===== src/shared/fcs_pkg.sv =====
`default_nettype none
package fcs_pkg;

  // ****************************************
  // clock and timing
  // ****************************************
  localparam int unsigned CLK_PERIOD_NS = 5;
  localparam int unsigned T_ADDR_SETUP_NS = 20;
  localparam int unsigned T_WE_LOW_NS = 50;
  localparam int unsigned T_DATA_HOLD_NS = 20;
  localparam int unsigned T_READ_ACCESS_NS = 150;
  localparam int unsigned T_ERASE_WINDOW_US = 80;
  localparam int unsigned NS_PER_US = 1000;

  // least times round up, never below one cycle
  function automatic int unsigned ns_to_cyc_up(input int unsigned ns);
    int unsigned c;
    c = (ns + CLK_PERIOD_NS - 1) / CLK_PERIOD_NS;
    return (c < 1) ? 1 : c;
  endfunction

  localparam int unsigned ADDR_SETUP_CYC = ns_to_cyc_up(T_ADDR_SETUP_NS);
  localparam int unsigned WE_LOW_CYC = ns_to_cyc_up(T_WE_LOW_NS);
  localparam int unsigned DATA_HOLD_CYC = ns_to_cyc_up(T_DATA_HOLD_NS);
  localparam int unsigned SYNC_LATENCY_CYC = 4;
  localparam int unsigned READ_CYC = ns_to_cyc_up(T_READ_ACCESS_NS) + SYNC_LATENCY_CYC;
  // longest time rounds down
  localparam int unsigned ERASE_WINDOW_CYC = (T_ERASE_WINDOW_US * NS_PER_US) / CLK_PERIOD_NS;
  // a queued sector write needs its whole write cycle, hold included, well inside the window
  localparam int unsigned ADD_GUARD_CYC = ADDR_SETUP_CYC + WE_LOW_CYC + DATA_HOLD_CYC + 4;

  // ****************************************
  // flash bus
  // ****************************************
  localparam int unsigned FLASH_AW = 19;
  localparam int unsigned FLASH_DW = 8;
  localparam int unsigned SECTOR_LSB = 16;
  localparam int unsigned SECTOR_W = 3;
  localparam logic [FLASH_AW-1:0] UNLOCK_ADDR_1 = 19'h05555;
  localparam logic [FLASH_AW-1:0] UNLOCK_ADDR_2 = 19'h02AAA;
  localparam logic [SECTOR_LSB-1:0] QUERY_LOW_ADDR = 16'h0002;
  localparam logic [FLASH_DW-1:0] UNLOCK_DATA_1 = 8'hAA;
  localparam logic [FLASH_DW-1:0] UNLOCK_DATA_2 = 8'h55;
  localparam logic [FLASH_DW-1:0] CMD_READ_RESET = 8'hF0;
  localparam logic [FLASH_DW-1:0] CMD_AUTOSELECT = 8'h90;
  localparam logic [FLASH_DW-1:0] CMD_PROGRAM = 8'hA0;
  localparam logic [FLASH_DW-1:0] CMD_ERASE_SETUP = 8'h80;
  localparam logic [FLASH_DW-1:0] CMD_CHIP_ERASE = 8'h10;
  localparam logic [FLASH_DW-1:0] CMD_SECTOR_ERASE = 8'h30;
  localparam int unsigned POLL_STATUS_BIT = 7;
  localparam int unsigned TIMEOUT_FAIL_BIT = 5;

  // ****************************************
  // register map
  // ****************************************
  localparam int unsigned APB_AW = 8;
  localparam logic [APB_AW-1:0] REG_CTRL = 8'h00;
  localparam logic [APB_AW-1:0] REG_ADDR = 8'h04;
  localparam logic [APB_AW-1:0] REG_WDATA = 8'h08;
  localparam logic [APB_AW-1:0] REG_STATUS = 8'h0C;
  localparam logic [APB_AW-1:0] REG_RDATA = 8'h10;
  localparam int unsigned CTRL_OP_LSB = 0;
  localparam int unsigned CTRL_OP_W = 3;
  localparam int unsigned CTRL_MORE_BIT = 3;
  localparam int unsigned STAT_BUSY_BIT = 0;
  localparam int unsigned STAT_DONE_BIT = 1;
  localparam int unsigned STAT_FAIL_BIT = 2;
  localparam int unsigned STAT_REJECT_BIT = 3;
  localparam int unsigned STAT_WINDOW_BIT = 4;

  typedef enum logic [2:0] {
    OP_READ = 3'h0,
    OP_RESET = 3'h1,
    OP_PROGRAM = 3'h2,
    OP_CHIP_ERASE = 3'h3,
    OP_SECTOR_ERASE = 3'h4,
    OP_ADD_SECTOR = 3'h5,
    OP_PROTECT_QUERY = 3'h6
  } fcs_op_t;

  typedef struct packed {
    logic [FLASH_AW-1:0] addr;
    logic cs_n;
    logic oe_n;
    logic we_n;
    logic [FLASH_DW-1:0] dq_out;
    logic dq_oe;
  } fcs_pins_t;

  typedef struct packed {
    logic [FLASH_AW-1:0] addr;
    logic [FLASH_DW-1:0] data;
  } fcs_word_t;

endpackage
`default_nettype wire


===== src/rtl/fcs_sync3.sv =====
`default_nettype none
module fcs_sync3 #(
  parameter int unsigned W = 8
) (
  input wire logic pclk,
  input wire logic presetn,
  input wire logic [W-1:0] d,
  output logic [W-1:0] q
);

  logic [W-1:0] ff1_reg;
  logic [W-1:0] ff2_reg;
  logic [W-1:0] ff3_reg;
  logic [W-1:0] q_reg;
  logic [W-1:0] q_next;

  // change counts once the second and third stage agree
  always_comb begin
    q_next = (ff2_reg == ff3_reg) ? ff3_reg : q_reg;
  end

  always_ff @(posedge pclk or negedge presetn) begin
    if (!presetn) begin
      ff1_reg <= '0;
      ff2_reg <= '0;
      ff3_reg <= '0;
      q_reg <= '0;
    end else begin
      ff1_reg <= d;
      ff2_reg <= ff1_reg;
      ff3_reg <= ff2_reg;
      q_reg <= q_next;
    end
  end

  assign q = q_reg;

endmodule
`default_nettype wire


===== src/rtl/fcs_flash_host.sv =====
// The APB slave port and the address map were chosen for this implementation.
`default_nettype none
module fcs_flash_host
  import fcs_pkg::*;
#(
  parameter int unsigned ERASE_WINDOW_CYCLES = ERASE_WINDOW_CYC,
  parameter int unsigned CNT_W = 16
) (
  input wire logic pclk,
  input wire logic presetn,
  input wire logic psel,
  input wire logic penable,
  input wire logic pwrite,
  input wire logic [APB_AW-1:0] paddr,
  input wire logic [31:0] pwdata,
  output logic [31:0] prdata,
  output logic pready,
  output logic pslverr,
  output fcs_pins_t flash_out,
  input wire logic [FLASH_DW-1:0] flash_dq_in
);

  // ****************************************
  // types and helpers
  // ****************************************
  typedef enum logic [2:0] {
    ST_IDLE = 3'h0,
    ST_W_SETUP = 3'h1,
    ST_W_PULSE = 3'h2,
    ST_W_HOLD = 3'h3,
    ST_DISPATCH = 3'h4,
    ST_R_WAIT = 3'h5,
    ST_CHECK = 3'h6,
    ST_WINDOW = 3'h7
  } fcs_state_t;

  function automatic logic [2:0] seq_len(input fcs_op_t op);
    case (op)
      OP_RESET: return 3'h3;
      OP_PROTECT_QUERY: return 3'h3;
      OP_PROGRAM: return 3'h4;
      OP_CHIP_ERASE: return 3'h6;
      OP_SECTOR_ERASE: return 3'h6;
      OP_ADD_SECTOR: return 3'h1;
      default: return 3'h0;
    endcase
  endfunction

  // address/data of write number step of the sequence for op
  function automatic fcs_word_t seq_word(input fcs_op_t op, input logic [2:0] step,
                                         input logic [FLASH_AW-1:0] a, input logic [FLASH_DW-1:0] d);
    fcs_word_t w;
    w = '{addr: UNLOCK_ADDR_1, data: UNLOCK_DATA_1};
    if (op == OP_ADD_SECTOR) begin
      w = '{addr: a, data: CMD_SECTOR_ERASE};
    end else begin
      case (step)
        3'h1: w = '{addr: UNLOCK_ADDR_2, data: UNLOCK_DATA_2};
        3'h2: begin
          case (op)
            OP_RESET: w.data = CMD_READ_RESET;
            OP_PROTECT_QUERY: w.data = CMD_AUTOSELECT;
            OP_PROGRAM: w.data = CMD_PROGRAM;
            default: w.data = CMD_ERASE_SETUP;
          endcase
        end
        3'h3: if (op == OP_PROGRAM) w = '{addr: a, data: d};
        3'h4: w = '{addr: UNLOCK_ADDR_2, data: UNLOCK_DATA_2};
        3'h5: begin
          if (op == OP_CHIP_ERASE) w.data = CMD_CHIP_ERASE;
          else w = '{addr: a, data: CMD_SECTOR_ERASE};
        end
        default: w = w;
      endcase
    end
    return w;
  endfunction

  // address and data stay put from setup through hold, past the rise of we_n
  function automatic fcs_pins_t pin_drive(input fcs_state_t st, input fcs_word_t w,
                                          input logic [FLASH_AW-1:0] ra);
    fcs_pins_t p;
    p = '{addr: '0, cs_n: 1'b1, oe_n: 1'b1, we_n: 1'b1, dq_out: '0, dq_oe: 1'b0};
    case (st)
      ST_W_SETUP, ST_W_PULSE, ST_W_HOLD: begin
        p.addr = w.addr;
        p.cs_n = 1'b0;
        p.we_n = (st != ST_W_PULSE);
        p.dq_out = w.data;
        p.dq_oe = 1'b1;
      end
      ST_R_WAIT: begin
        p.addr = ra;
        p.cs_n = 1'b0;
        p.oe_n = 1'b0;
      end
      default: p = p;
    endcase
    return p;
  endfunction

  function automatic logic cnt_last(input logic [CNT_W-1:0] c, input int unsigned n);
    return c == CNT_W'(n - 1);
  endfunction

  // ****************************************
  // apb slave
  // ****************************************
  logic pready_reg, pready_next;
  logic pslverr_reg, pslverr_next;
  logic [31:0] prdata_reg, prdata_next;
  logic [FLASH_AW-1:0] addr_cfg_reg, addr_cfg_next;
  logic [FLASH_DW-1:0] wdata_cfg_reg, wdata_cfg_next;
  logic access;
  logic complete;
  logic ctrl_wr;
  logic mapped;
  logic [31:0] status_word;
  logic busy;
  logic done_reg, done_next;
  logic fail_reg, fail_next;
  logic reject_reg, reject_next;
  logic [FLASH_DW-1:0] rdata_reg, rdata_next;
  fcs_state_t state_reg, state_next;

  always_comb begin
    access = psel & penable;
    complete = access & pready_reg;
    mapped = (paddr == REG_CTRL) || (paddr == REG_ADDR) || (paddr == REG_WDATA) ||
             (paddr == REG_STATUS) || (paddr == REG_RDATA);
    ctrl_wr = complete & pwrite & (paddr == REG_CTRL);
    busy = (state_reg != ST_IDLE) && (state_reg != ST_WINDOW);
    status_word = '0;
    status_word[STAT_BUSY_BIT] = busy;
    status_word[STAT_DONE_BIT] = done_reg;
    status_word[STAT_FAIL_BIT] = fail_reg;
    status_word[STAT_REJECT_BIT] = reject_reg;
    status_word[STAT_WINDOW_BIT] = (state_reg == ST_WINDOW);
    pready_next = access & ~pready_reg;
    pslverr_next = 1'b0;
    prdata_next = '0;
    if (access & ~pready_reg) begin
      pslverr_next = ~mapped;
      case (paddr)
        REG_ADDR: prdata_next = 32'(addr_cfg_reg);
        REG_WDATA: prdata_next = 32'(wdata_cfg_reg);
        REG_STATUS: prdata_next = status_word;
        REG_RDATA: prdata_next = 32'(rdata_reg);
        default: prdata_next = '0;
      endcase
    end
    addr_cfg_next = addr_cfg_reg;
    wdata_cfg_next = wdata_cfg_reg;
    if (complete & pwrite & (paddr == REG_ADDR)) addr_cfg_next = pwdata[FLASH_AW-1:0];
    if (complete & pwrite & (paddr == REG_WDATA)) wdata_cfg_next = pwdata[FLASH_DW-1:0];
  end

  always_ff @(posedge pclk or negedge presetn) begin
    if (!presetn) begin
      pready_reg <= 1'b0;
      pslverr_reg <= 1'b0;
      prdata_reg <= '0;
      addr_cfg_reg <= '0;
      wdata_cfg_reg <= '0;
    end else begin
      pready_reg <= pready_next;
      pslverr_reg <= pslverr_next;
      prdata_reg <= prdata_next;
      addr_cfg_reg <= addr_cfg_next;
      wdata_cfg_reg <= wdata_cfg_next;
    end
  end

  // ****************************************
  // command sequencer
  // ****************************************
  fcs_op_t op_reg, op_next;
  fcs_op_t cmd_op;
  logic cmd_more;
  logic more_reg, more_next;
  logic recheck_reg, recheck_next;
  logic [2:0] step_reg, step_next;
  logic [CNT_W-1:0] cnt_reg, cnt_next;
  logic [CNT_W-1:0] win_reg, win_next;
  logic [FLASH_AW-1:0] addr_reg, addr_next;
  logic [FLASH_DW-1:0] data_reg, data_next;
  logic [FLASH_AW-1:0] raddr_reg, raddr_next;
  logic [FLASH_DW-1:0] rbyte_reg, rbyte_next;
  fcs_pins_t pins_reg, pins_next;
  logic [FLASH_DW-1:0] dq_sync;
  logic poll_target;
  logic window_ok;

  fcs_sync3 #(.W(FLASH_DW)) u_dq_sync (
    .pclk(pclk),
    .presetn(presetn),
    .d(flash_dq_in),
    .q(dq_sync)
  );

  always_comb begin
    cmd_op = fcs_op_t'(pwdata[CTRL_OP_LSB +: CTRL_OP_W]);
    cmd_more = pwdata[CTRL_MORE_BIT];
    state_next = state_reg;
    op_next = op_reg;
    more_next = more_reg;
    recheck_next = recheck_reg;
    step_next = step_reg;
    cnt_next = cnt_reg + 1'b1;
    win_next = (state_reg == ST_WINDOW) ? win_reg + 1'b1 : '0;
    addr_next = addr_reg;
    data_next = data_reg;
    raddr_next = raddr_reg;
    rbyte_next = rbyte_reg;
    done_next = done_reg;
    fail_next = fail_reg;
    rdata_next = rdata_reg;
    reject_next = reject_reg | (ctrl_wr & busy);
    // program expects its own bit 7 back, erase expects one
    poll_target = (op_reg == OP_PROGRAM) ? data_reg[POLL_STATUS_BIT] : 1'b1;
    window_ok = (state_reg == ST_WINDOW) && (win_reg < CNT_W'(ERASE_WINDOW_CYCLES - ADD_GUARD_CYC));
    case (state_reg)
      ST_IDLE, ST_WINDOW: begin
        if (ctrl_wr) begin
          if ((cmd_op == OP_ADD_SECTOR) && !window_ok) begin
            reject_next = 1'b1;
          end else begin
            // any other command in the window abandons the queued erase
            op_next = cmd_op;
            more_next = cmd_more;
            addr_next = addr_cfg_reg;
            data_next = wdata_cfg_reg;
            step_next = '0;
            cnt_next = '0;
            recheck_next = 1'b0;
            done_next = 1'b0;
            fail_next = 1'b0;
            reject_next = 1'b0;
            state_next = (seq_len(cmd_op) == 3'h0) ? ST_DISPATCH : ST_W_SETUP;
          end
        end else if ((state_reg == ST_WINDOW) && (win_reg >= CNT_W'(ERASE_WINDOW_CYCLES))) begin
          raddr_next = addr_reg;
          cnt_next = '0;
          state_next = ST_R_WAIT;
        end
      end
      ST_W_SETUP: begin
        if (cnt_last(cnt_reg, ADDR_SETUP_CYC)) begin
          cnt_next = '0;
          state_next = ST_W_PULSE;
        end
      end
      ST_W_PULSE: begin
        if (cnt_last(cnt_reg, WE_LOW_CYC)) begin
          cnt_next = '0;
          state_next = ST_W_HOLD;
        end
      end
      ST_W_HOLD: begin
        if (cnt_last(cnt_reg, DATA_HOLD_CYC)) begin
          cnt_next = '0;
          if (3'(step_reg + 3'h1) == seq_len(op_reg)) begin
            state_next = ST_DISPATCH;
          end else begin
            step_next = 3'(step_reg + 3'h1);
            state_next = ST_W_SETUP;
          end
        end
      end
      ST_DISPATCH: begin
        cnt_next = '0;
        raddr_next = addr_reg;
        case (op_reg)
          OP_RESET: begin
            done_next = 1'b1;
            state_next = ST_IDLE;
          end
          OP_PROTECT_QUERY: begin
            raddr_next = {addr_reg[FLASH_AW-1:SECTOR_LSB], QUERY_LOW_ADDR};
            state_next = ST_R_WAIT;
          end
          OP_SECTOR_ERASE, OP_ADD_SECTOR: state_next = more_reg ? ST_WINDOW : ST_R_WAIT;
          default: state_next = ST_R_WAIT;
        endcase
      end
      ST_R_WAIT: begin
        if (cnt_last(cnt_reg, READ_CYC)) begin
          rbyte_next = dq_sync;
          state_next = ST_CHECK;
        end
      end
      ST_CHECK: begin
        cnt_next = '0;
        case (op_reg)
          OP_READ: begin
            rdata_next = rbyte_reg;
            done_next = 1'b1;
            state_next = ST_IDLE;
          end
          OP_PROTECT_QUERY: begin
            // bit 0 set: protected; whole byte zero: unprotected
            rdata_next = rbyte_reg;
            op_next = OP_RESET;
            step_next = '0;
            state_next = ST_W_SETUP;
          end
          default: begin
            if (rbyte_reg[POLL_STATUS_BIT] == poll_target) begin
              rdata_next = rbyte_reg;
              done_next = 1'b1;
              state_next = ST_IDLE;
            end else if (recheck_reg) begin
              // bit 7 rechecked after bit 5 rose and still wrong
              fail_next = 1'b1;
              rdata_next = rbyte_reg;
              op_next = OP_RESET;
              step_next = '0;
              state_next = ST_W_SETUP;
            end else begin
              recheck_next = rbyte_reg[TIMEOUT_FAIL_BIT];
              state_next = ST_R_WAIT;
            end
          end
        endcase
      end
      default: state_next = ST_IDLE;
    endcase
    pins_next = pin_drive(state_next, seq_word(op_next, step_next, addr_next, data_next), raddr_next);
  end

  always_ff @(posedge pclk or negedge presetn) begin
    if (!presetn) begin
      state_reg <= ST_IDLE;
      op_reg <= OP_READ;
      more_reg <= 1'b0;
      recheck_reg <= 1'b0;
      step_reg <= '0;
      cnt_reg <= '0;
      win_reg <= '0;
      addr_reg <= '0;
      data_reg <= '0;
      raddr_reg <= '0;
      rbyte_reg <= '0;
      done_reg <= 1'b0;
      fail_reg <= 1'b0;
      reject_reg <= 1'b0;
      rdata_reg <= '0;
      pins_reg <= '{addr: '0, cs_n: 1'b1, oe_n: 1'b1, we_n: 1'b1, dq_out: '0, dq_oe: 1'b0};
    end else begin
      state_reg <= state_next;
      op_reg <= op_next;
      more_reg <= more_next;
      recheck_reg <= recheck_next;
      step_reg <= step_next;
      cnt_reg <= cnt_next;
      win_reg <= win_next;
      addr_reg <= addr_next;
      data_reg <= data_next;
      raddr_reg <= raddr_next;
      rbyte_reg <= rbyte_next;
      done_reg <= done_next;
      fail_reg <= fail_next;
      reject_reg <= reject_next;
      rdata_reg <= rdata_next;
      pins_reg <= pins_next;
    end
  end

  assign prdata = prdata_reg;
  assign pready = pready_reg;
  assign pslverr = pslverr_reg;
  assign flash_out = pins_reg;

endmodule
`default_nettype wire


===== config.mk =====
export PLATFORM = sky130hd
export DESIGN_NAME = fcs_flash_host
export DESIGN_NICKNAME = d
export VERILOG_FILES = /design/src/shared/fcs_pkg.sv /design/src/rtl/fcs_sync3.sv /design/src/rtl/fcs_flash_host.sv
export SDC_FILE = /design/constraint.sdc
export NUM_CORES = 1
export LEC_CHECK = 0
export BUFFER_PORTS_ARGS = -buffer_cell sky130_fd_sc_hd__buf_2
export CELL_PAD_IN_SITES_DETAIL_PLACEMENT = 1
export CELL_PAD_IN_SITES_GLOBAL_PLACEMENT = 1
export CORE_AREA = 2 2 150 152
export CTS_CLUSTER_SIZE = 24
export DETAILED_ROUTE_END_ITERATION = 12
export DIE_AREA = 0 0 152 154
export GPL_TIMING_DRIVEN = 0
export PLACE_DENSITY_LB_ADDON = 0.15
export SYNTH_ARGS = -nofsm -noshare
export SYNTH_HDL_FRONTEND = slang
export SYNTH_HIERARCHICAL = 1
export SYNTH_SLANG_ARGS = --single-unit

===== constraint.sdc =====
create_clock -name pclk -period 3.4 [get_ports pclk]
set_input_delay 0.68 -clock pclk [delete_from_list [all_inputs] [get_ports pclk]]
set_output_delay 0.68 -clock pclk [all_outputs]
set_load 0.02 [all_outputs]

==> results of run 1 <==
cells by family (layout without fill, tap and decap cells):
kind of cell | Yosys count | count (layout) | share of synthesized area [%]
flip-flops | 219 | 219 | 55.8
AO/OA/AOI/OAI | 140 | 140 | 11.0
buffers and inverters | 71 | 214 | 3.56
multiplexers | 63 | 63 | 7.19
AND/OR/NAND/NOR | 353 | 353 | 18.4
adder cells (fa/ha/maj) | 4 | 4 | 0.509
other | 1 | 13 | 0.0381
XOR/XNOR | 40 | 40 | 3.56
how the worst max path moves through the flow:
stage | start | to | slack, ps | cells past startpoint
3_5_place_dp | pwrite | flash_out[19]$_DFF_PN0_ | -690 | 10
2_1_floorplan | step_reg[1]$_DFF_PN0_ | flash_out[29]$_DFF_PN0_ | 370 | 12
6_report | step_reg[1]$_DFF_PN0_ | flash_out[29]$_DFF_PN0_ | 80 | 12
4_1_cts | state_reg[0]$_DFF_PN0_ | flash_out[16]$_DFF_PN0_ | 30 | 10
3_3_place_gp | presetn | addr_cfg_reg[11]$_DFFE_PN0P_ | -2150 | 1
5_1_grt | state_reg[0]$_DFF_PN0_ | flash_out[29]$_DFF_PN0_ | -50 | 10
critical path: stages, from the launching register on:
cell and delay (ps):
dfrtp_2 440, ha_1 290, buf_6 140, xnor2_1 120, o311a_1 330, or3_4 380
a32o_1 290, a21oi_4 220, inv_1 150, clkbuf_2 230, a22oi_2 210, o22ai_2 150
a21bo_1 240
metrics by stage:
stage,util [%],hold slack [ps]
final,54.4,49.6
after global routing,54.4,69.5
after CTS,53.6,55.3
after detailed placement,49.5,336
after global placement,49.2,332
after floorplan,-,331
power groups by stage:
stage	combinational (uW)	sequential, uW	clock [uW]
6_report	1940	2960	2610
5_1_grt	2130	3000	2780
4_1_cts	1870	2960	2680
3_5_place_dp	1810	3010	0
3_3_place_gp	1780	3000	0
2_1_floorplan	1070	3120	0
metal layers:
layer,vias to the layer above,share of wire (%),track usage [%]
li1,3412,-,-
met1,3790,47,32.5
met2,148,47,36.5
met3,35,4.3,3.24
met4,0,1.4,4.41
met5,-,0,0
repair_timing:
action / in CTS / in global routing
gates resized for setup: 6 / 34
buffers inserted: 5 / 2
pin swaps: 2 / 4
endpoints found under the setup margin: 28 / 27
placed cells by master (no fill, tap or decap), types with 9 or more instances in the layout:
master,count
o21ai_0,13
nor4_1,9
clkbuf_1,27
nor3_1,12
buf_4,21
a21oi_1,30
nand2_1,109
conb_1,13
and3_1,23
buf_2,100
mux2_2,61
xnor2_1,13
clkbuf_16,24
dfrtp_1,215
xor2_1,27
inv_1,16
nor2_1,92
and2_1,9
a22o_1,15
nand3_1,19
nand4_1,17
area by class of cell:
class	instances	area (sq um)
flip-flops and latches	219	5490
clock inverters	6	70.1
inverters	18	70.1
clock buffers	38	733
fillers	2327	9880
multi-input cells	613	4230
plain buffers	53	284
well taps	280	350
repair buffers	99	584
==> impl_metrics.env, run 1 <==
export IMPL_outcome="completed"
export IMPL_drc=0
export IMPL_core_area_sq_um=21700
export IMPL_synth_area_sq_um=9830
export IMPL_slew_headroom_pct=17.4
export IMPL_portBuffers=90
export IMPL_min_period_ps=3320
export IMPL_rsz0062_at_grt="true"
export IMPL_avgSynthCellArea_sq_um=11.0
export IMPL_worstPathMaxFanout=10
export IMPL_placed_area_sq_um=10700
export IMPL_synth_edf_count=0
export IMPL_die_y_um=154
export IMPL_grt_overflow=0
export IMPL_num_rows=54
export IMPL_clockBufferDepth=3
export IMPL_num_vias=7385
export IMPL_yosys_register_bits=219
export IMPL_ant_nets=0
export IMPL_start_util_pct=45.3
export IMPL_finalInstanceArea_sq_um=11800
export IMPL_totalPowerFinal_uw=7510
export IMPL_synth_commonest_cells="dfrtp_1 (216), nand2_1 (111), nor2_1 (93)"
export IMPL_cts_htree_levels=1
export IMPL_fin_crit_sh_pct=97.5
export IMPL_drt_iter0_drc=382
export IMPL_internal_power_uw=5050
export IMPL_wirelength_um=26100
export IMPL_grt_pass1_wl_um=42800
export IMPL_worst_pin_slew_ps=1230
export IMPL_synth_most_common_cell="dfrtp_1"
export IMPL_synth_ff_type="dfrtp_1"
export IMPL_gp_congestion=0.862
export IMPL_required_ps=3800
export IMPL_rr_endpoint="flash_out[29]$_DFF_PN0_"
export IMPL_diodes=0
export IMPL_largest_reg_flops=31
export IMPL_holdCritPathClass="input pin to async pin"
export IMPL_p_clk_share_pct=34.7
export IMPL_setup_slack_ps=83.7
export IMPL_nNetsFinal=1085
export IMPL_end_kind="register"
export IMPL_hpwl_um=18100
export IMPL_fmax_ghz=0.302
export IMPL_die_area_sq_um=23400
export IMPL_power_frac_comb_pct=25.9
export IMPL_place_ws_ps=-688
export IMPL_tns_ps=0
export IMPL_worst_ep_arrival_time_ps=3720
export IMPL_synth_area_leader_cell="dfrtp_1"
export IMPL_p_switching_uw=2460
export IMPL_syn_inst=891
export IMPL_die_w_um=152
export IMPL_r2r_cells=12
export IMPL_clk_pin_slew_worst_paths_ps=60
export IMPL_numCtsBuffers=24
export IMPL_cap_violations=0
export IMPL_sw_frac_of_total_pct=32.8
export IMPL_power_density_nw_per_um2=636
export IMPL_synth_top_area_share_pct=55.0
export IMPL_instances_no_fill=1326
export IMPL_final_setup_skew_ps=12.4
export IMPL_wl_per_cell_um=19.7
export IMPL_r2r_start="step_reg[1]$_DFF_PN0_"
export IMPL_cts_root_buf="clkbuf_16"
export IMPL_cts_hold_fix_buffers=0
export IMPL_cts_tree="done"
export IMPL_via_per_inst=5.57
export IMPL_finalHoldViolations=0
export IMPL_seq_power_share_pct=39.4
export IMPL_io_pins=118
export IMPL_clock_sinks=219
export IMPL_irDropWorstVdd_uv=369
export IMPL_dp_cells=1275
export IMPL_synth_area_leaders="dfrtp_1 (55%), mux2_2 (7.0%), nand2_1 (4.2%), nor2_1 (3.5%), xor2_1 (2.4%)"
export IMPL_ys_warn_count=6
export IMPL_synthDistinctLibCells=83
export IMPL_layout_drive_gt1_share_pct=26.8
export IMPL_grt_use_total_pct=22.5
export IMPL_reg2reg_slack_ps=80
export IMPL_drv_slew=0
export IMPL_start_kind="register"
export IMPL_grt_max_degree=89
export IMPL_timing_final_setup_violations=0
export IMPL_area_growth_pct=20.0
export IMPL_leakagePower_uw=0.00571
export IMPL_crit_type="register to register"
export IMPL_grt_pass1_vias=7848
export IMPL_drtPass1Iterations=4
export IMPL_ys_seq_area_share_pct=55.8
export IMPL_synthArstFlopShare_pct=100
export IMPL_worstSkewPairLatency_ps=530
export IMPL_antenna_found_initial=0
No activity file was read; power rests on OpenSTA's default activity.
==> inputs of run 2 (changes only) <==
--- a/config.mk
+++ b/config.mk
@@ -13,7 +13,8 @@
 export DETAILED_ROUTE_END_ITERATION = 12
 export DIE_AREA = 0 0 152 154
 export GPL_TIMING_DRIVEN = 0
-export PLACE_DENSITY_LB_ADDON = 0.15
+export HOLD_SLACK_MARGIN = 0.08
+export PLACE_DENSITY_LB_ADDON = 0.05
 export SYNTH_ARGS = -nofsm -noshare
 export SYNTH_HDL_FRONTEND = slang
 export SYNTH_HIERARCHICAL = 1
==> run 2 against run 1 <==
Sequential power barely moved. Fmax increased by 1.1%. Register-to-register slack gained 40 ps. Total power grew 3.7%. Utilization grew 0.38 points. Via count decreased by 0.28%. Sequential share of layout area fell by 0.32 points. Clock power is 10% higher. Highest routed layer unchanged.
==> impl_metrics.env, run 2 (synthesized netlist as in run 1, its figures left out) <==
export IMPL_worstPathMaxFanout=9
export IMPL_timing_hold_ws_ps=219
export IMPL_diodes=0
export IMPL_grt_pass1_vias=7772
export IMPL_register_area_sq_um=5490
export IMPL_n_fill_cell=2342
export IMPL_layout_drive_gt1_share_pct=27.4
export IMPL_finalHoldViolations=0
export IMPL_grt_pass1_wl_um=42700
export IMPL_crit_family="compound AO/OA/AOI/OAI gates"
export IMPL_postLayoutCoreUtil_pct=54.8
export IMPL_die_area_sq_um=23400
export IMPL_leakagePower_uw=0.00573
export IMPL_irDropWorstVdd_uv=415
export IMPL_totalPowerFinal_uw=7790
export IMPL_crit_type="register to register"
export IMPL_core_area_sq_um=21700
export IMPL_final_cell_mix="dfrtp_1 (215), nand2_1 (110), buf_2 (100), nor2_1 (91), mux2_2 (61)"
export IMPL_place_ws_ps=-861
export IMPL_finalInstanceArea_sq_um=11900
export IMPL_cts_root_buf="clkbuf_16"
export IMPL_wl_per_cell_um=19.6
export IMPL_worstPathCellList="ha_1 -> buf_6 -> xnor2_1 -> o311a_1 -> or3_4 -> and2_4 -> a221oi_4 -> buf_6 -> inv_4 -> nor4_4 -> a22oi_2 -> o22ai_2 -> a21bo_1"
export IMPL_grt_use_total_pct=22.6
export IMPL_grt_overflow=0
export IMPL_multi_input_area_sq_um=4240
export IMPL_die_y_um=154
export IMPL_drtPass1Iterations=5
export IMPL_die_w_um=152
export IMPL_cts_tree="done"
export IMPL_final_setup_skew_ps=10.4
export IMPL_ant_nets=0
export IMPL_required_ps=3860
export IMPL_num_vias=7364
export IMPL_setup_slack_ps=121
export IMPL_cap_violations=0
export IMPL_grt_max_degree=120
export IMPL_clockBufferDepth=3
export IMPL_area_growth_pct=20.9
export IMPL_slowest_stage="dfrtp_2"
export IMPL_start_util_pct=45.3
export IMPL_largest_reg_flops=31
export IMPL_wirelength_um=26100
export IMPL_holdCritPathClass="input pin to async pin"
export IMPL_cts_hold_fix_buffers=0
export IMPL_clk_pin_slew_worst_paths_ps=60
export IMPL_drc=0
export IMPL_io_pins=118
export IMPL_drv_slew=0
export IMPL_cpMostUsedCell="buf_6"
export IMPL_path_buf_inv=3
export IMPL_worst_ep_arrival_time_ps=3730
export IMPL_drt_iter0_drc=305
export IMPL_num_rows=54
export IMPL_min_period_ps=3280
export IMPL_outcome="completed"
export IMPL_max_stage_delay_ps=430
export IMPL_slew_headroom_pct=19.9
export IMPL_nNetsFinal=1089
export IMPL_end_kind="register"
export IMPL_gp_congestion=0.832
export IMPL_cts_htree_levels=1
export IMPL_via_per_inst=5.53
export IMPL_fmax_ghz=0.305
export IMPL_hpwl_um=17700
export IMPL_start_kind="register"
export IMPL_clock_sinks=219
export IMPL_fin_crit_sh_pct=96.4
export IMPL_timing_final_setup_violations=0
export IMPL_placed_area_sq_um=10700
export IMPL_numCtsBuffers=25
export IMPL_power_density_nw_per_um2=655
export IMPL_final_common_cell="dfrtp_1"
export IMPL_worstSkewPairLatency_ps=530
export IMPL_portBuffers=90
export IMPL_antenna_found_initial=0
export IMPL_worst_pin_slew_ps=1190
-- run 2: layout make-up --
cell class	count	area share [%]
sequential	219	46.1
multi-input combinational	613	35.7
clock buffer	35	5.66
timing repair buffer	102	4.89
tap	280	2.95
buffer	53	2.42
clock inverter	11	1.64
inverter	18	0.589
-- run 2: where the power goes --
group | internal, uW | switching (uW)
combinational | 647 | 1310
clock | 1770 | 1100
sequential | 2840 | 118
-- run 2: path summary, 6_finish.rpt --
check                                                    start                              to  slack, ps  cells after the start
worst max-delay path                     step_reg[1]$_DFF_PN0_         flash_out[30]$_DFF_PN0_        120                     13
worst min-delay path                                   presetn           cnt_reg[11]$_DFF_PN0_        220                      1
worst max register to register           step_reg[1]$_DFF_PN0_         flash_out[30]$_DFF_PN0_        120                     13
worst min register to register  u_dq_sync/ff1_reg[7]$_DFF_PN0_  u_dq_sync/ff2_reg[7]$_DFF_PN0_        350                      0
max in group asynchronous                              presetn         flash_out[10]$_DFF_PN1_       2170                      2
min in group pclk                               flash_dq_in[3]  u_dq_sync/ff1_reg[3]$_DFF_PN0_        260                      1
-- run 2: stage by stage --
step                instances  TNS (ps)
detailed placement       1274    -17220
global route             1331     -29.6
CTS                      1326         0
finish                   1331         0
floorplan                 903         0
global placement         1273   -481630
-- run 2: routing by layer --
metal	part of all wire, %	vias to the layer above	global-route usage, %
met5	0	-	0
met4	2.0	0	5.16
met3	4.0	36	3.21
met2	46	158	36.1
met1	48	3748	32.8
li1	-	3422	-
-- run 2: timing repair --
action / CTS / global route
resized for setup: 9 / 42
setup buffers: 6 / 5
endpoints found under the hold margin: 0 / 0
pin swaps: 2 / 4
endpoints found under the setup margin: 31 / 29
==> inputs of run 3 (changes only) <==
--- a/config.mk
+++ b/config.mk
@@ -8,10 +8,10 @@
 export BUFFER_PORTS_ARGS = -buffer_cell sky130_fd_sc_hd__buf_2
 export CELL_PAD_IN_SITES_DETAIL_PLACEMENT = 1
 export CELL_PAD_IN_SITES_GLOBAL_PLACEMENT = 1
-export CORE_AREA = 2 2 150 152
+export CORE_AREA = 2 2 144 146
 export CTS_CLUSTER_SIZE = 24
 export DETAILED_ROUTE_END_ITERATION = 12
-export DIE_AREA = 0 0 152 154
+export DIE_AREA = 0 0 146 148
 export GPL_TIMING_DRIVEN = 0
 export HOLD_SLACK_MARGIN = 0.08
 export PLACE_DENSITY_LB_ADDON = 0.05
==> constraint.sdc (replaced) <==
create_clock -name pclk -period 3.9 [get_ports pclk]
set_input_delay 0.78 -clock pclk [delete_from_list [all_inputs] [get_ports pclk]]
set_output_delay 0.78 -clock pclk [all_outputs]
set_load 0.02 [all_outputs]
==> run 3 against run 2 <==
Critical path depth shrank 3. Combinational power is 17% lower. First-iteration DRC count decreased by 0.66%. Total power decreased by 13%. Clock-buffer cell count down 3. Utilization increased by 3.5 points. Global-route usage is 2.2 points higher. Via count decreased by 1.3%. Register-to-register slack improved by 110 ps. Largest power group unchanged. Highest routed layer unchanged.
==> impl_metrics.env, run 3 (synthesized netlist as in run 1, its figures left out) <==
export IMPL_multi_input_area_sq_um=4070
export IMPL_power_density_nw_per_um2=579
export IMPL_slowest_stage="a221oi_1"
export IMPL_leakagePower_uw=0.00569
export IMPL_gp_congestion=0.864
export IMPL_worstPathMaxFanout=10
export IMPL_clock_sinks=219
export IMPL_placed_area_sq_um=10700
export IMPL_cap_violations=0
export IMPL_numCtsBuffers=24
export IMPL_postLayoutCoreUtil_pct=58.3
export IMPL_max_stage_delay_ps=520
export IMPL_n_fill_cell=2218
export IMPL_dp_cells=1265
export IMPL_grt_pass1_vias=7765
export IMPL_layout_drive_gt1_share_pct=24.4
export IMPL_clockBufferDepth=3
export IMPL_via_per_inst=5.55
export IMPL_totalPowerFinal_uw=6760
export IMPL_min_period_ps=3660
export IMPL_worstSkewPairLatency_ps=530
export IMPL_num_rows=52
export IMPL_outcome="completed"
export IMPL_diodes=0
export IMPL_ant_nets=0
export IMPL_end_kind="register"
export IMPL_slew_headroom_pct=19.3
export IMPL_num_vias=7265
export IMPL_die_y_um=148
export IMPL_die_area_sq_um=21600
export IMPL_nNetsFinal=1079
export IMPL_grt_use_total_pct=24.8
export IMPL_die_w_um=146
export IMPL_register_area_sq_um=5480
export IMPL_start_util_pct=49.1
export IMPL_instances_no_fill=1309
export IMPL_finalHoldViolations=0
export IMPL_path_buf_inv=1
export IMPL_final_setup_skew_ps=26.6
export IMPL_clk_pin_slew_worst_paths_ps=60
export IMPL_worstPathCellList="buf_2 -> and3_1 -> a21oi_1 -> a211oi_2 -> nor2_1 -> a221oi_1 -> nand2_1 -> o21bai_2 -> nand3b_1 -> o32ai_1"
export IMPL_required_ps=4290
export IMPL_crit_type="register to register"
export IMPL_grt_pass1_wl_um=42800
export IMPL_largest_reg_flops=31
export IMPL_cts_htree_levels=1
export IMPL_final_cell_mix="dfrtp_1 (216), nand2_1 (111), buf_2 (100), nor2_1 (93), mux2_2 (61)"
export IMPL_grt_max_degree=86
export IMPL_final_common_cell="dfrtp_1"
export IMPL_drv_slew=0
export IMPL_worst_pin_slew_ps=1200
export IMPL_hpwl_um=17800
export IMPL_drtPass1Iterations=4
export IMPL_drt_iter0_drc=303
export IMPL_core_area_sq_um=20000
export IMPL_cts_root_buf="clkbuf_16"
export IMPL_drc=0
export IMPL_fin_crit_sh_pct=94.0
export IMPL_start_kind="register"
export IMPL_portBuffers=90
export IMPL_cts_tree="done"
export IMPL_holdCritPathClass="input pin to async pin"
export IMPL_finalInstanceArea_sq_um=11700
export IMPL_io_pins=118
export IMPL_rsz0062_at_grt="false"
export IMPL_area_growth_pct=18.8
export IMPL_crit_family="compound AO/OA/AOI/OAI gates"
export IMPL_wirelength_um=25900
export IMPL_grt_overflow=0
export IMPL_timing_final_setup_violations=0
export IMPL_wl_per_cell_um=19.8
export IMPL_irDropWorstVdd_uv=356
export IMPL_fmax_ghz=0.273
export IMPL_worst_ep_arrival_time_ps=4060
export IMPL_antenna_found_initial=1
==> run 3: area by class of cell <==
| cell class | instances | share of cell area [%] |
|---|---|---|
| Inverter | 18 | 0.600 |
| Buffer | 53 | 2.40 |
| Clock buffer | 32 | 5.83 |
| Timing Repair Buffer | 93 | 4.58 |
| Multi-Input combinational cell | 613 | 34.8 |
| Tap cell | 270 | 2.89 |
| Clock inverter | 11 | 1.91 |
| Sequential cell | 219 | 47.0 |
==> run 3: per-layer routing <==
metal  vias up  GRT usage, %  wire length (um)
li1       3413             -                 -
met1      3657          36.1             12200
met2       156          39.4             12000
met3        39          3.49              1060
met4         0          6.65               581
met5         -             0                 0
==> run 3: power by group <==
part           leakage (uW)  internal [uW]  switching [uW]
registers           0.00292           2480             103
logic               0.00233            528            1100
clock network      0.000439           1620             929
total               0.00569           4630            2130
==> run 3: stage by stage <==
step | TNS (ps) | setup slack (ps) | hold WS [ps]
final | 0 | 236 | 163
after CTS | 0 | 40.2 | 179
after global placement | -372840 | -1730 | 334
after detailed placement | -2650 | -280 | 338
after global routing | 0 | 46.5 | 192
after floorplan | 0 | 832 | 331
==> run 3: worst reg2reg max path, stage by stage (launching register included) <==
cell and delay [ps]:
dfrtp_1 320, buf_2 220, and3_1 360, a21oi_1 170, a211oi_2 400, nor2_1 160
a221oi_1 520, nand2_1 300, o21bai_2 330, nand3b_1 450, o32ai_1 310
==> run 3: timing repair <==
action	in CTS	in global routing
hold buffers	0	0
resized for setup	0	3
hold endpoints to repair	0	0
endpoints found under the setup margin	0	8
buffers inserted	0	1
==> run 3: worst paths after layout <==
kind	start	slack (ps)	end	cells past startpoint
max	state_reg[0]$_DFF_PN0_	240	flash_out[13]$_DFF_PN0_	10
min	presetn	160	cnt_reg[11]$_DFF_PN0_	1
max reg2reg	state_reg[0]$_DFF_PN0_	240	flash_out[13]$_DFF_PN0_	10
min reg2reg	u_dq_sync/ff1_reg[7]$_DFF_PN0_	350	u_dq_sync/ff2_reg[7]$_DFF_PN0_	0
max in group asynchronous	presetn	2950	flash_out[10]$_DFF_PN1_	2
min in group pclk	u_dq_sync/ff1_reg[7]$_DFF_PN0_	350	u_dq_sync/ff2_reg[7]$_DFF_PN0_	0
